$ cat src/design/pin_ctl_consts.svh
// Purpose: Offsets, field positions, reset values and codes of the two-pin control block.
// Assumes: Included by bare name from the package and the design modules.
// Notes: Holds definitions only.
`ifndef PIN_CTL_CONSTS_SVH
`define PIN_CTL_CONSTS_SVH

// Register byte offsets on the AXI4-Lite bus.
`define OFS_PIN_A_CONTROL 8'h58
`define OFS_PIN_B_CONTROL 8'h5C
`define OFS_IRQ_STATUS 8'h80
`define OFS_IRQ_MASK 8'h84

// Field positions inside a pin control word.
`define BIT_IRQ_FORWARD_MASK 25
`define TRIG_HI 23
`define TRIG_LO 21
`define BIT_PIN_IRQ_ENABLE 20
`define DRV_HI 14
`define DRV_LO 12
`define BIT_STRONG_PULLUP 11
`define BIT_WEAK_PULLDOWN 9
`define BIT_PULLUP_8 8
`define BIT_INPUT_PATH 7
`define BIT_OUTPUT_DRIVER 6
`define BIT_SCHMITT 5
`define BIT_ANALOG_SEL 4
`define FUNC_HI 3
`define FUNC_LO 0

// Writable bits of a control word and its reset value.
`define CTL_WRITE_MASK 32'h02F0_7BFF
`define CTL_RESET 32'h0000_1001

// Trigger mode codes.
`define TRIG_RISE 3'h0
`define TRIG_FALL 3'h1
`define TRIG_BOTH 3'h2
`define TRIG_HIGH 3'h3
`define TRIG_LOW 3'h4

// Highest legal function code, and the plain general-purpose code.
`define FUNC_MAX 4'h8
`define FUNC_GPIO 4'h1
`define NUM_FUNC 9

// Bus responses.
`define RESP_OKAY 2'h0
`define RESP_SLVERR 2'h2

`endif

$ cat src/design/pin_ctl_pkg.sv
// Purpose: Types shared by the two-pin control block.
// Assumes: Constants come from the header.
// Notes: No imports are used anywhere; names are written in full.
`include "pin_ctl_consts.svh"
package pin_ctl_pkg;
    typedef logic [2:0] trig_code_t;
    typedef logic [3:0] func_code_t;
    typedef logic [31:0] word_t;
    // Register selected by a bus address.
    typedef enum logic [2:0] {
        SEL_PIN_A,
        SEL_PIN_B,
        SEL_STATUS,
        SEL_MASK,
        SEL_NONE
    } reg_sel_t;
endpackage

$ cat src/design/pin_sync.sv
// Purpose: Two-flop synchroniser for pad inputs.
// Assumes: Inputs are asynchronous to clk_i.
// Notes: The first stage feeds only the second stage.
`timescale 1ns/1ps
module pin_sync #(
    parameter int WIDTH = 2
) (
    // Clock and reset.
    input wire logic clk_i,
    input wire logic sys_rst_i,
    // Data.
    input wire logic [WIDTH-1:0] async_i,
    output logic [WIDTH-1:0] sync_o
);
    logic [WIDTH-1:0] stage1_ff;

    // Two stages in series; the second is the only reader of the first.
    always_ff @(posedge clk_i) begin
        if (sys_rst_i) begin
            stage1_ff <= '0;
            sync_o <= '0;
        end else begin
            stage1_ff <= async_i;
            sync_o <= stage1_ff;
        end
    end
endmodule

$ cat src/design/pin_trigger.sv
// Purpose: Detects the configured trigger condition on one synchronised pin.
// Assumes: level_i is already in the clk_i domain.
// Notes: Reserved mode codes never raise an event.
`timescale 1ns/1ps
`include "pin_ctl_consts.svh"
module pin_trigger (
    // Clock and reset.
    input wire logic clk_i,
    input wire logic sys_rst_i,
    // Pin level and mode.
    input wire logic level_i,
    input wire pin_ctl_pkg::trig_code_t mode_i,
    // Trigger condition seen this cycle.
    output logic event_o
);
    logic prev_ff;

    // Previous level for edge detection.
    always_ff @(posedge clk_i) begin
        if (sys_rst_i) begin
            prev_ff <= 1'b0;
        end else begin
            prev_ff <= level_i;
        end
    end

    // Mode decode; level modes hold the event for as long as the level lasts.
    always_comb begin
        unique case (mode_i)
            `TRIG_RISE: event_o = level_i & ~prev_ff;
            `TRIG_FALL: event_o = ~level_i & prev_ff;
            `TRIG_BOTH: event_o = level_i ^ prev_ff;
            `TRIG_HIGH: event_o = level_i;
            `TRIG_LOW: event_o = ~level_i;
            default: event_o = 1'b0;
        endcase
    end
endmodule

$ cat src/design/pin_control_irq_mux.sv
// Purpose: Control of two general-purpose pins: trigger detection, pending and forwarding of
//          interrupts, pad settings, analog channel select and a function multiplexer.
// Assumes: AXI4-Lite slave on clk_i at 10 MHz; pads and peripherals on the same chip.
// Notes: Pending bits sit in a status word cleared by writing one; a mask word gates irq_o.
`timescale 1ns/1ps
`include "pin_ctl_consts.svh"
module pin_control_irq_mux (
    // Clock and reset.
    input wire logic clk_i,
    input wire logic sys_rst_i,
    // AXI4-Lite write address and data.
    input wire logic [7:0] s_axi_awaddr_i,
    input wire logic s_axi_awvalid_i,
    output logic s_axi_awready_o,
    input wire logic [31:0] s_axi_wdata_i,
    input wire logic [3:0] s_axi_wstrb_i,
    input wire logic s_axi_wvalid_i,
    output logic s_axi_wready_o,
    // AXI4-Lite write response.
    output logic [1:0] s_axi_bresp_o,
    output logic s_axi_bvalid_o,
    input wire logic s_axi_bready_i,
    // AXI4-Lite read.
    input wire logic [7:0] s_axi_araddr_i,
    input wire logic s_axi_arvalid_i,
    output logic s_axi_arready_o,
    output logic [31:0] s_axi_rdata_o,
    output logic [1:0] s_axi_rresp_o,
    output logic s_axi_rvalid_o,
    input wire logic s_axi_rready_i,
    // Pads, index 0 is pin A and index 1 is pin B.
    input wire logic [1:0] pin_i,
    output logic [1:0] pin_o,
    output logic [1:0] pin_oe_o,
    // Pad settings.
    output logic [2:0] pad_drive_level_a_o,
    output logic [2:0] pad_drive_level_b_o,
    output logic [1:0] strong_pullup_en_o,
    output logic [1:0] weak_pulldown_en_o,
    output logic weak_pullup_en_o,
    output logic medium_pullup_en_o,
    output logic [1:0] input_path_en_o,
    output logic [1:0] schmitt_en_o,
    // Analog channel selects.
    output logic analog_channel_three_o,
    output logic analog_channel_four_o,
    // Peripheral side; peripheral outputs and enables one bit per function code, periph_in_o one bit per pin.
    input wire logic [8:0] periph_a_out_i,
    input wire logic [8:0] periph_a_oe_i,
    input wire logic [8:0] periph_b_out_i,
    input wire logic [8:0] periph_b_oe_i,
    output logic [1:0] periph_in_o,
    output logic [3:0] function_mux_sel_a_o,
    output logic [3:0] function_mux_sel_b_o,
    // Requests to the interrupt controller and the summary interrupt.
    output logic [1:0] irq_req_o,
    output logic irq_o
);
    // Selects the register at a byte address; used by both the read and the write path.
    function automatic pin_ctl_pkg::reg_sel_t reg_sel(input logic [7:0] addr);
        unique case (addr)
            `OFS_PIN_A_CONTROL: reg_sel = pin_ctl_pkg::SEL_PIN_A;
            `OFS_PIN_B_CONTROL: reg_sel = pin_ctl_pkg::SEL_PIN_B;
            `OFS_IRQ_STATUS: reg_sel = pin_ctl_pkg::SEL_STATUS;
            `OFS_IRQ_MASK: reg_sel = pin_ctl_pkg::SEL_MASK;
            default: reg_sel = pin_ctl_pkg::SEL_NONE;
        endcase
    endfunction

    // Merges write data into a word under the byte strobes.
    function automatic pin_ctl_pkg::word_t strb_merge(input pin_ctl_pkg::word_t old,
                                                      input pin_ctl_pkg::word_t data,
                                                      input logic [3:0] strb);
        pin_ctl_pkg::word_t res;
        res = old;
        for (int i = 0; i < 4; i++) begin
            if (strb[i]) begin
                res[i*8 +: 8] = data[i*8 +: 8];
            end
        end
        strb_merge = res;
    endfunction

    pin_ctl_pkg::word_t ctl_ff [2];
    logic [1:0] status_ff;
    logic [1:0] mask_ff;
    logic [7:0] awaddr_ff;
    logic aw_have_ff;
    pin_ctl_pkg::word_t wdata_ff;
    logic [3:0] wstrb_ff;
    logic w_have_ff;
    logic wr_fire;
    pin_ctl_pkg::reg_sel_t wr_sel;
    logic [1:0] pin_sync;
    logic [1:0] trig_event;
    logic [1:0] status_clr;
    logic [8:0] fn_out [2];
    logic [8:0] fn_oe [2];

    // A write is carried out once address and data are both held and no response is pending.
    assign wr_fire = aw_have_ff & w_have_ff & ~s_axi_bvalid_o;
    assign wr_sel = reg_sel(awaddr_ff);
    assign fn_out[0] = periph_a_out_i;
    assign fn_out[1] = periph_b_out_i;
    assign fn_oe[0] = periph_a_oe_i;
    assign fn_oe[1] = periph_b_oe_i;

    // Pad inputs cross into the clock domain before any logic looks at them.
    pin_sync #(
        .WIDTH(2)
    ) u_sync (
        .clk_i(clk_i),
        .sys_rst_i(sys_rst_i),
        .async_i(pin_i),
        .sync_o(pin_sync)
    );

    // Write address and data are taken independently, in either order.
    always_ff @(posedge clk_i) begin
        if (sys_rst_i) begin
            aw_have_ff <= 1'b0;
            awaddr_ff <= 8'h00;
            s_axi_awready_o <= 1'b1;
        end else if (s_axi_awvalid_i && s_axi_awready_o) begin
            aw_have_ff <= 1'b1;
            awaddr_ff <= s_axi_awaddr_i;
            s_axi_awready_o <= 1'b0;
        end else if (s_axi_bvalid_o && s_axi_bready_i) begin
            aw_have_ff <= 1'b0;
            s_axi_awready_o <= 1'b1;
        end
    end

    always_ff @(posedge clk_i) begin
        if (sys_rst_i) begin
            w_have_ff <= 1'b0;
            wdata_ff <= 32'h0000_0000;
            wstrb_ff <= 4'h0;
            s_axi_wready_o <= 1'b1;
        end else if (s_axi_wvalid_i && s_axi_wready_o) begin
            w_have_ff <= 1'b1;
            wdata_ff <= s_axi_wdata_i;
            wstrb_ff <= s_axi_wstrb_i;
            s_axi_wready_o <= 1'b0;
        end else if (s_axi_bvalid_o && s_axi_bready_i) begin
            w_have_ff <= 1'b0;
            s_axi_wready_o <= 1'b1;
        end
    end

    // Write response one cycle after both halves are held; unmapped addresses answer SLVERR.
    always_ff @(posedge clk_i) begin
        if (sys_rst_i) begin
            s_axi_bvalid_o <= 1'b0;
            s_axi_bresp_o <= `RESP_OKAY;
        end else if (wr_fire) begin
            s_axi_bvalid_o <= 1'b1;
            s_axi_bresp_o <= (wr_sel == pin_ctl_pkg::SEL_NONE) ? `RESP_SLVERR : `RESP_OKAY;
        end else if (s_axi_bready_i) begin
            s_axi_bvalid_o <= 1'b0;
        end
    end

    // Read path: address taken, data registered, held until rready.
    always_ff @(posedge clk_i) begin
        if (sys_rst_i) begin
            s_axi_arready_o <= 1'b1;
            s_axi_rvalid_o <= 1'b0;
            s_axi_rdata_o <= 32'h0000_0000;
            s_axi_rresp_o <= `RESP_OKAY;
        end else if (s_axi_arvalid_i && s_axi_arready_o) begin
            s_axi_arready_o <= 1'b0;
            s_axi_rvalid_o <= 1'b1;
            s_axi_rresp_o <= `RESP_OKAY;
            unique case (reg_sel(s_axi_araddr_i))
                pin_ctl_pkg::SEL_PIN_A: s_axi_rdata_o <= ctl_ff[0];
                pin_ctl_pkg::SEL_PIN_B: s_axi_rdata_o <= ctl_ff[1];
                pin_ctl_pkg::SEL_STATUS: s_axi_rdata_o <= {30'h0000_0000, status_ff};
                pin_ctl_pkg::SEL_MASK: s_axi_rdata_o <= {30'h0000_0000, mask_ff};
                pin_ctl_pkg::SEL_NONE: begin
                    s_axi_rdata_o <= 32'h0000_0000;
                    s_axi_rresp_o <= `RESP_SLVERR;
                end
            endcase
        end else if (s_axi_rvalid_o && s_axi_rready_i) begin
            s_axi_rvalid_o <= 1'b0;
            s_axi_arready_o <= 1'b1;
        end
    end

    // Interrupt mask word, one bit per pin.
    always_ff @(posedge clk_i) begin
        if (sys_rst_i) begin
            mask_ff <= 2'h0;
        end else if (wr_fire && wr_sel == pin_ctl_pkg::SEL_MASK && wstrb_ff[0]) begin
            mask_ff <= wdata_ff[1:0];
        end
    end

    // A status bit is cleared by writing a one to it.
    assign status_clr = (wr_fire && wr_sel == pin_ctl_pkg::SEL_STATUS && wstrb_ff[0]) ? wdata_ff[1:0] : 2'h0;

    // Per-pin control word, trigger detection, pending state and pad multiplexer.
    for (genvar p = 0; p < 2; p++) begin : g_pin
        logic [3:0] func;
        logic digital_ok;
        assign func = ctl_ff[p][`FUNC_HI:`FUNC_LO];
        // Reserved function codes leave the pad undriven.
        assign digital_ok = ~ctl_ff[p][`BIT_ANALOG_SEL] & (func <= `FUNC_MAX);

        // Only documented bits store; reserved bits stay zero.
        always_ff @(posedge clk_i) begin
            if (sys_rst_i) begin
                ctl_ff[p] <= `CTL_RESET;
            end else if (wr_fire && wr_sel == ((p == 0) ? pin_ctl_pkg::SEL_PIN_A : pin_ctl_pkg::SEL_PIN_B)) begin
                ctl_ff[p] <= strb_merge(ctl_ff[p], wdata_ff, wstrb_ff) & `CTL_WRITE_MASK;
            end
        end

        pin_trigger u_trig (
            .clk_i(clk_i),
            .sys_rst_i(sys_rst_i),
            .level_i(pin_sync[p]),
            .mode_i(ctl_ff[p][`TRIG_HI:`TRIG_LO]),
            .event_o(trig_event[p])
        );

        // Pending is set only while enabled; a set in the clearing cycle wins.
        always_ff @(posedge clk_i) begin
            if (sys_rst_i) begin
                status_ff[p] <= 1'b0;
            end else if (trig_event[p] && ctl_ff[p][`BIT_PIN_IRQ_ENABLE]) begin
                status_ff[p] <= 1'b1;
            end else if (status_clr[p]) begin
                status_ff[p] <= 1'b0;
            end
        end

        // Request to the interrupt controller: pending, enabled and forwarded.
        always_ff @(posedge clk_i) begin
            if (sys_rst_i) begin
                irq_req_o[p] <= 1'b0;
            end else begin
                irq_req_o[p] <= status_ff[p] & ctl_ff[p][`BIT_PIN_IRQ_ENABLE]
                                & ctl_ff[p][`BIT_IRQ_FORWARD_MASK];
            end
        end

        // Pad drive follows the selected function while the output driver is on.
        always_ff @(posedge clk_i) begin
            if (sys_rst_i) begin
                pin_o[p] <= 1'b0;
                pin_oe_o[p] <= 1'b0;
                periph_in_o[p] <= 1'b0;
            end else begin
                pin_o[p] <= digital_ok ? fn_out[p][func] : 1'b0;
                pin_oe_o[p] <= digital_ok & ctl_ff[p][`BIT_OUTPUT_DRIVER] & fn_oe[p][func];
                periph_in_o[p] <= digital_ok & ctl_ff[p][`BIT_INPUT_PATH] & pin_sync[p];
            end
        end
    end

    // Pad settings and selects, each a field of the control word.
    assign pad_drive_level_a_o = ctl_ff[0][`DRV_HI:`DRV_LO];
    assign pad_drive_level_b_o = ctl_ff[1][`DRV_HI:`DRV_LO];
    assign strong_pullup_en_o = {ctl_ff[1][`BIT_STRONG_PULLUP], ctl_ff[0][`BIT_STRONG_PULLUP]};
    assign weak_pulldown_en_o = {ctl_ff[1][`BIT_WEAK_PULLDOWN], ctl_ff[0][`BIT_WEAK_PULLDOWN]};
    assign weak_pullup_en_o = ctl_ff[0][`BIT_PULLUP_8];
    assign medium_pullup_en_o = ctl_ff[1][`BIT_PULLUP_8];
    assign input_path_en_o = {ctl_ff[1][`BIT_INPUT_PATH], ctl_ff[0][`BIT_INPUT_PATH]};
    assign schmitt_en_o = {ctl_ff[1][`BIT_SCHMITT], ctl_ff[0][`BIT_SCHMITT]};
    // Each channel is owned by one pin here; sharing with other pins is software's duty.
    assign analog_channel_three_o = ctl_ff[0][`BIT_ANALOG_SEL];
    assign analog_channel_four_o = ctl_ff[1][`BIT_ANALOG_SEL];
    assign function_mux_sel_a_o = ctl_ff[0][`FUNC_HI:`FUNC_LO];
    assign function_mux_sel_b_o = ctl_ff[1][`FUNC_HI:`FUNC_LO];

    // Summary interrupt, high while an unmasked pending bit is set.
    always_ff @(posedge clk_i) begin
        if (sys_rst_i) begin
            irq_o <= 1'b0;
        end else begin
            irq_o <= |(status_ff & mask_ff);
        end
    end
endmodule

$ cat config.mk
export PLATFORM = sky130hd
export DESIGN_NAME = pin_control_irq_mux
export DESIGN_NICKNAME = d
export VERILOG_FILES = /design/src/design/pin_ctl_pkg.sv /design/src/design/pin_sync.sv /design/src/design/pin_trigger.sv /design/src/design/pin_control_irq_mux.sv
export VERILOG_INCLUDE_DIRS = /design/src /design/src/design
export SDC_FILE = /design/constraint.sdc
export NUM_CORES = 1
export LEC_CHECK = 0
export ABC_AREA = 0
export BUFFER_PORTS_ARGS = -buffer_cell sky130_fd_sc_hd__clkbuf_2
export CAP_MARGIN = 40
export CORE_MARGIN = 4
export CORE_UTILIZATION = 55
export DETAILED_ROUTE_END_ITERATION = 7
export GPL_ROUTABILITY_DRIVEN = 0
export GPL_TIMING_DRIVEN = 0
export PLACE_DENSITY = 0.95
export SYNTH_ARGS = -nofsm -noshare
export SYNTH_HDL_FRONTEND = slang
export SYNTH_SLANG_ARGS = --single-unit
export TNS_END_PERCENT = 20
$ cat constraint.sdc
create_clock -name clk_i -period 4.7 [get_ports clk_i]
set_input_delay 0.47 -clock clk_i [delete_from_list [all_inputs] [get_ports clk_i]]
set_output_delay 0.47 -clock clk_i [all_outputs]
set_load 0.05 [all_outputs]
==> metrics <==
Final Cell Area=6733 um2; DRC errors left=0; status=complete, no violations; pin count of the biggest net entering global routing=17; CP Capture Type=register; Slew Limit Headroom=0.4721; asr flop ratio synth=0; Worst setup SP type=register; RSZ-0062 raised after global routing=no; HP Class=in2reg; Worst EP arrival=2.32 ns; clock latency on the worst-skew pair=0.51 ns; initial antenna violation count=0; max-slew violation count=0; clk slew on worst S/H paths=0.05 ns; leading area contributor after synthesis=dfxtp_1; Overall Power=2622 uW; Final HPWL DP=10760 um; Post-Syn Area=5263 um2; min Tclk post-route=2.160 ns; Antenna Nets Post-Route=0; Most used DFF post-synth=dfxtp_1; hold buffers post-CTS=0; clock tree buffer depth=2; via count=4733; grt total ovfl=0; synth top area cells=dfxtp_1 (30%), edfxtp_1 (22%), nand2_1 (5.6%); CTS root buf=clkbuf_8; standard-cell rows=35; Leak=0.003092 uW; core box area=9284 um2; largest fanout on the critical path=10; Max Freq=463.0 MHz; Pwr Density=389.5 nW/um2; Starting Density=0.5668; number of synthesized flops with an enable pin=38; Finished Layout Cells=831; Post-CTS Setup Inserts=0; Placement Cell Area=6197 um2; Die ar.=11200 um2; Peak VDD IR=0.2096 mV; clock sinks=116; CTS Buf Count=17; Hold Fails Final Rpt=0; H-tree depth=4; Total Wirelength=15370 um; Resize count post-CTS=0; Post-Syn Instances=513; Mapped Avg Cell Area=10.26 um2; Synth top area share=0.2967; drt pass-1 iters=5; Chip Width=105.8 um; Ys Warns=0; placed cells=800; Worst Setup Path Type=reg2reg; sequential fraction of the synthesis area=0.5136; TritonCTS clock tree=done; DIE HEIGHT=105.8 um; PortBufs=144; iteration-0 DRC count of the detailed router=446; max cap viols=0; worst endpoint required time=4.86 ns; Layout area overhead=27.94%; final core utilization=0.7252; final setup TNS=0 ns; # setup viols final=0; vias in the first global route=4713; post-synthesis cell type count=51; GRT Total Usage=0.2774; # diodes=0; post-DR wirelength/cell=18.49 um; IO Pins=173; share of layout cells above drive strength 1=0.3604; Worst-Margin Slew=0.7919 ns; nets=791; global-route wire length before repair=24170 um; DR vias/cell=5.696; Clock Skews=0.007958 ns; Seq cells post-synth=116; final period utilization=0.4595
-- logic make-up after synthesis --
logic type | count (synthesis) | share of synthesized area
mux | 16 | 0.04945
fa+ha+maj | 4 | 0.009511
other cells | 1 | 0.0007126
buf+inv | 80 | 0.09106
compound gates | 98 | 0.1365
simple gates | 198 | 0.1992
flops | 116 | 0.5136
-- per-layer routing --
| layer | track usage | share of wire |
|---|---|---|
| met1 | 0.3306 | 0.37 |
| met2 | 0.4718 | 0.49 |
| met3 | 0.07348 | 0.099 |
| met4 | 0.1203 | 0.035 |
| met5 | 0 | 0 |
-- Yosys cell counts, drive strengths merged, types with 3 or more instances --
library cell   n
clkbuf        15
nor2          31
nor3          21
mux4           8
dfxtp         78
a21o           8
nor2b          5
o21bai         3
buf           52
a22oi          3
and3          23
a21oi         43
ha             4
edfxtp        38
a211oi         3
nand2         79
mux2i          8
a221oi        17
nand2b         5
o21ai          8
and2          18
inv           13
nand3          4
-- flip-flops by register name (all words and copies together) (netlist names), 2 cells and up --
signal                count
ctl_ff                   38
s_axi_rdata_o            19
wdata_ff                 19
awaddr_ff                 8
wstrb_ff                  4
g_pin.u_trig.prev_ff      2
irq_req_o                 2
mask_ff                   2
periph_in_o               2
pin_o                     2
pin_oe_o                  2
status_ff                 2
u_sync.stage1_ff          2
u_sync.sync_o             2
-- stage by stage --
stage	hold slack (ns)	worst slack, ns
final	0.1819	2.540
after global routing	0.1696	2.462
after CTS	0.1654	2.572
after detailed placement	0.4223	2.481
after global placement	0.4209	2.535
after floorplan	0.4138	2.718
-- cells in the final DEF, fill, tap and decap left out, drive strengths merged, types with 15 or more instances in the layout --
cell type,instances
dfxtp,78
and2,18
nor2,31
nand2,79
a21oi,43
a221oi,17
clkbuf,186
conb,15
and3,23
edfxtp,38
buf,52
nor3,21
-- critical path, stage by stage (launching register included) --
cell,delay [ns]
dfxtp_1,0.36
and3b_1,0.32
and2_1,0.22
and3_1,0.30
buf_2,0.23
a21o_1,0.38
-- worst paths after layout --
path / start / end / slack (ns) / cells after the start
hold / removal: s_axi_awaddr_i[3] / awaddr_ff[3] / 0.18 / 3
hold reg to reg: u_sync.stage1_ff[1] / u_sync.sync_o[1] / 0.44 / 1
setup / recovery: s_axi_bvalid_o / ctl_ff[0][6] / 2.54 / 5
setup reg to reg: s_axi_bvalid_o / ctl_ff[0][6] / 2.54 / 5
-- report_power, final --
part	internal, uW	total, uW	switching, uW
registers	1080	1120	40.9
clock network	729	1150	421
logic	111	348	237
-- final cells by class --
cell class                 count  area (um2)
multi-input combinational    331        2133
clock inverter                 4       22.52
buffer                        67       430.4
fill                         625        2551
timing repair buffer         144       720.7
clock buffer                  27       513.0
sequential                   116        2703
inverter                      13       48.80
tap                          129       161.4
No activity file was read; power rests on OpenSTA's default activity.
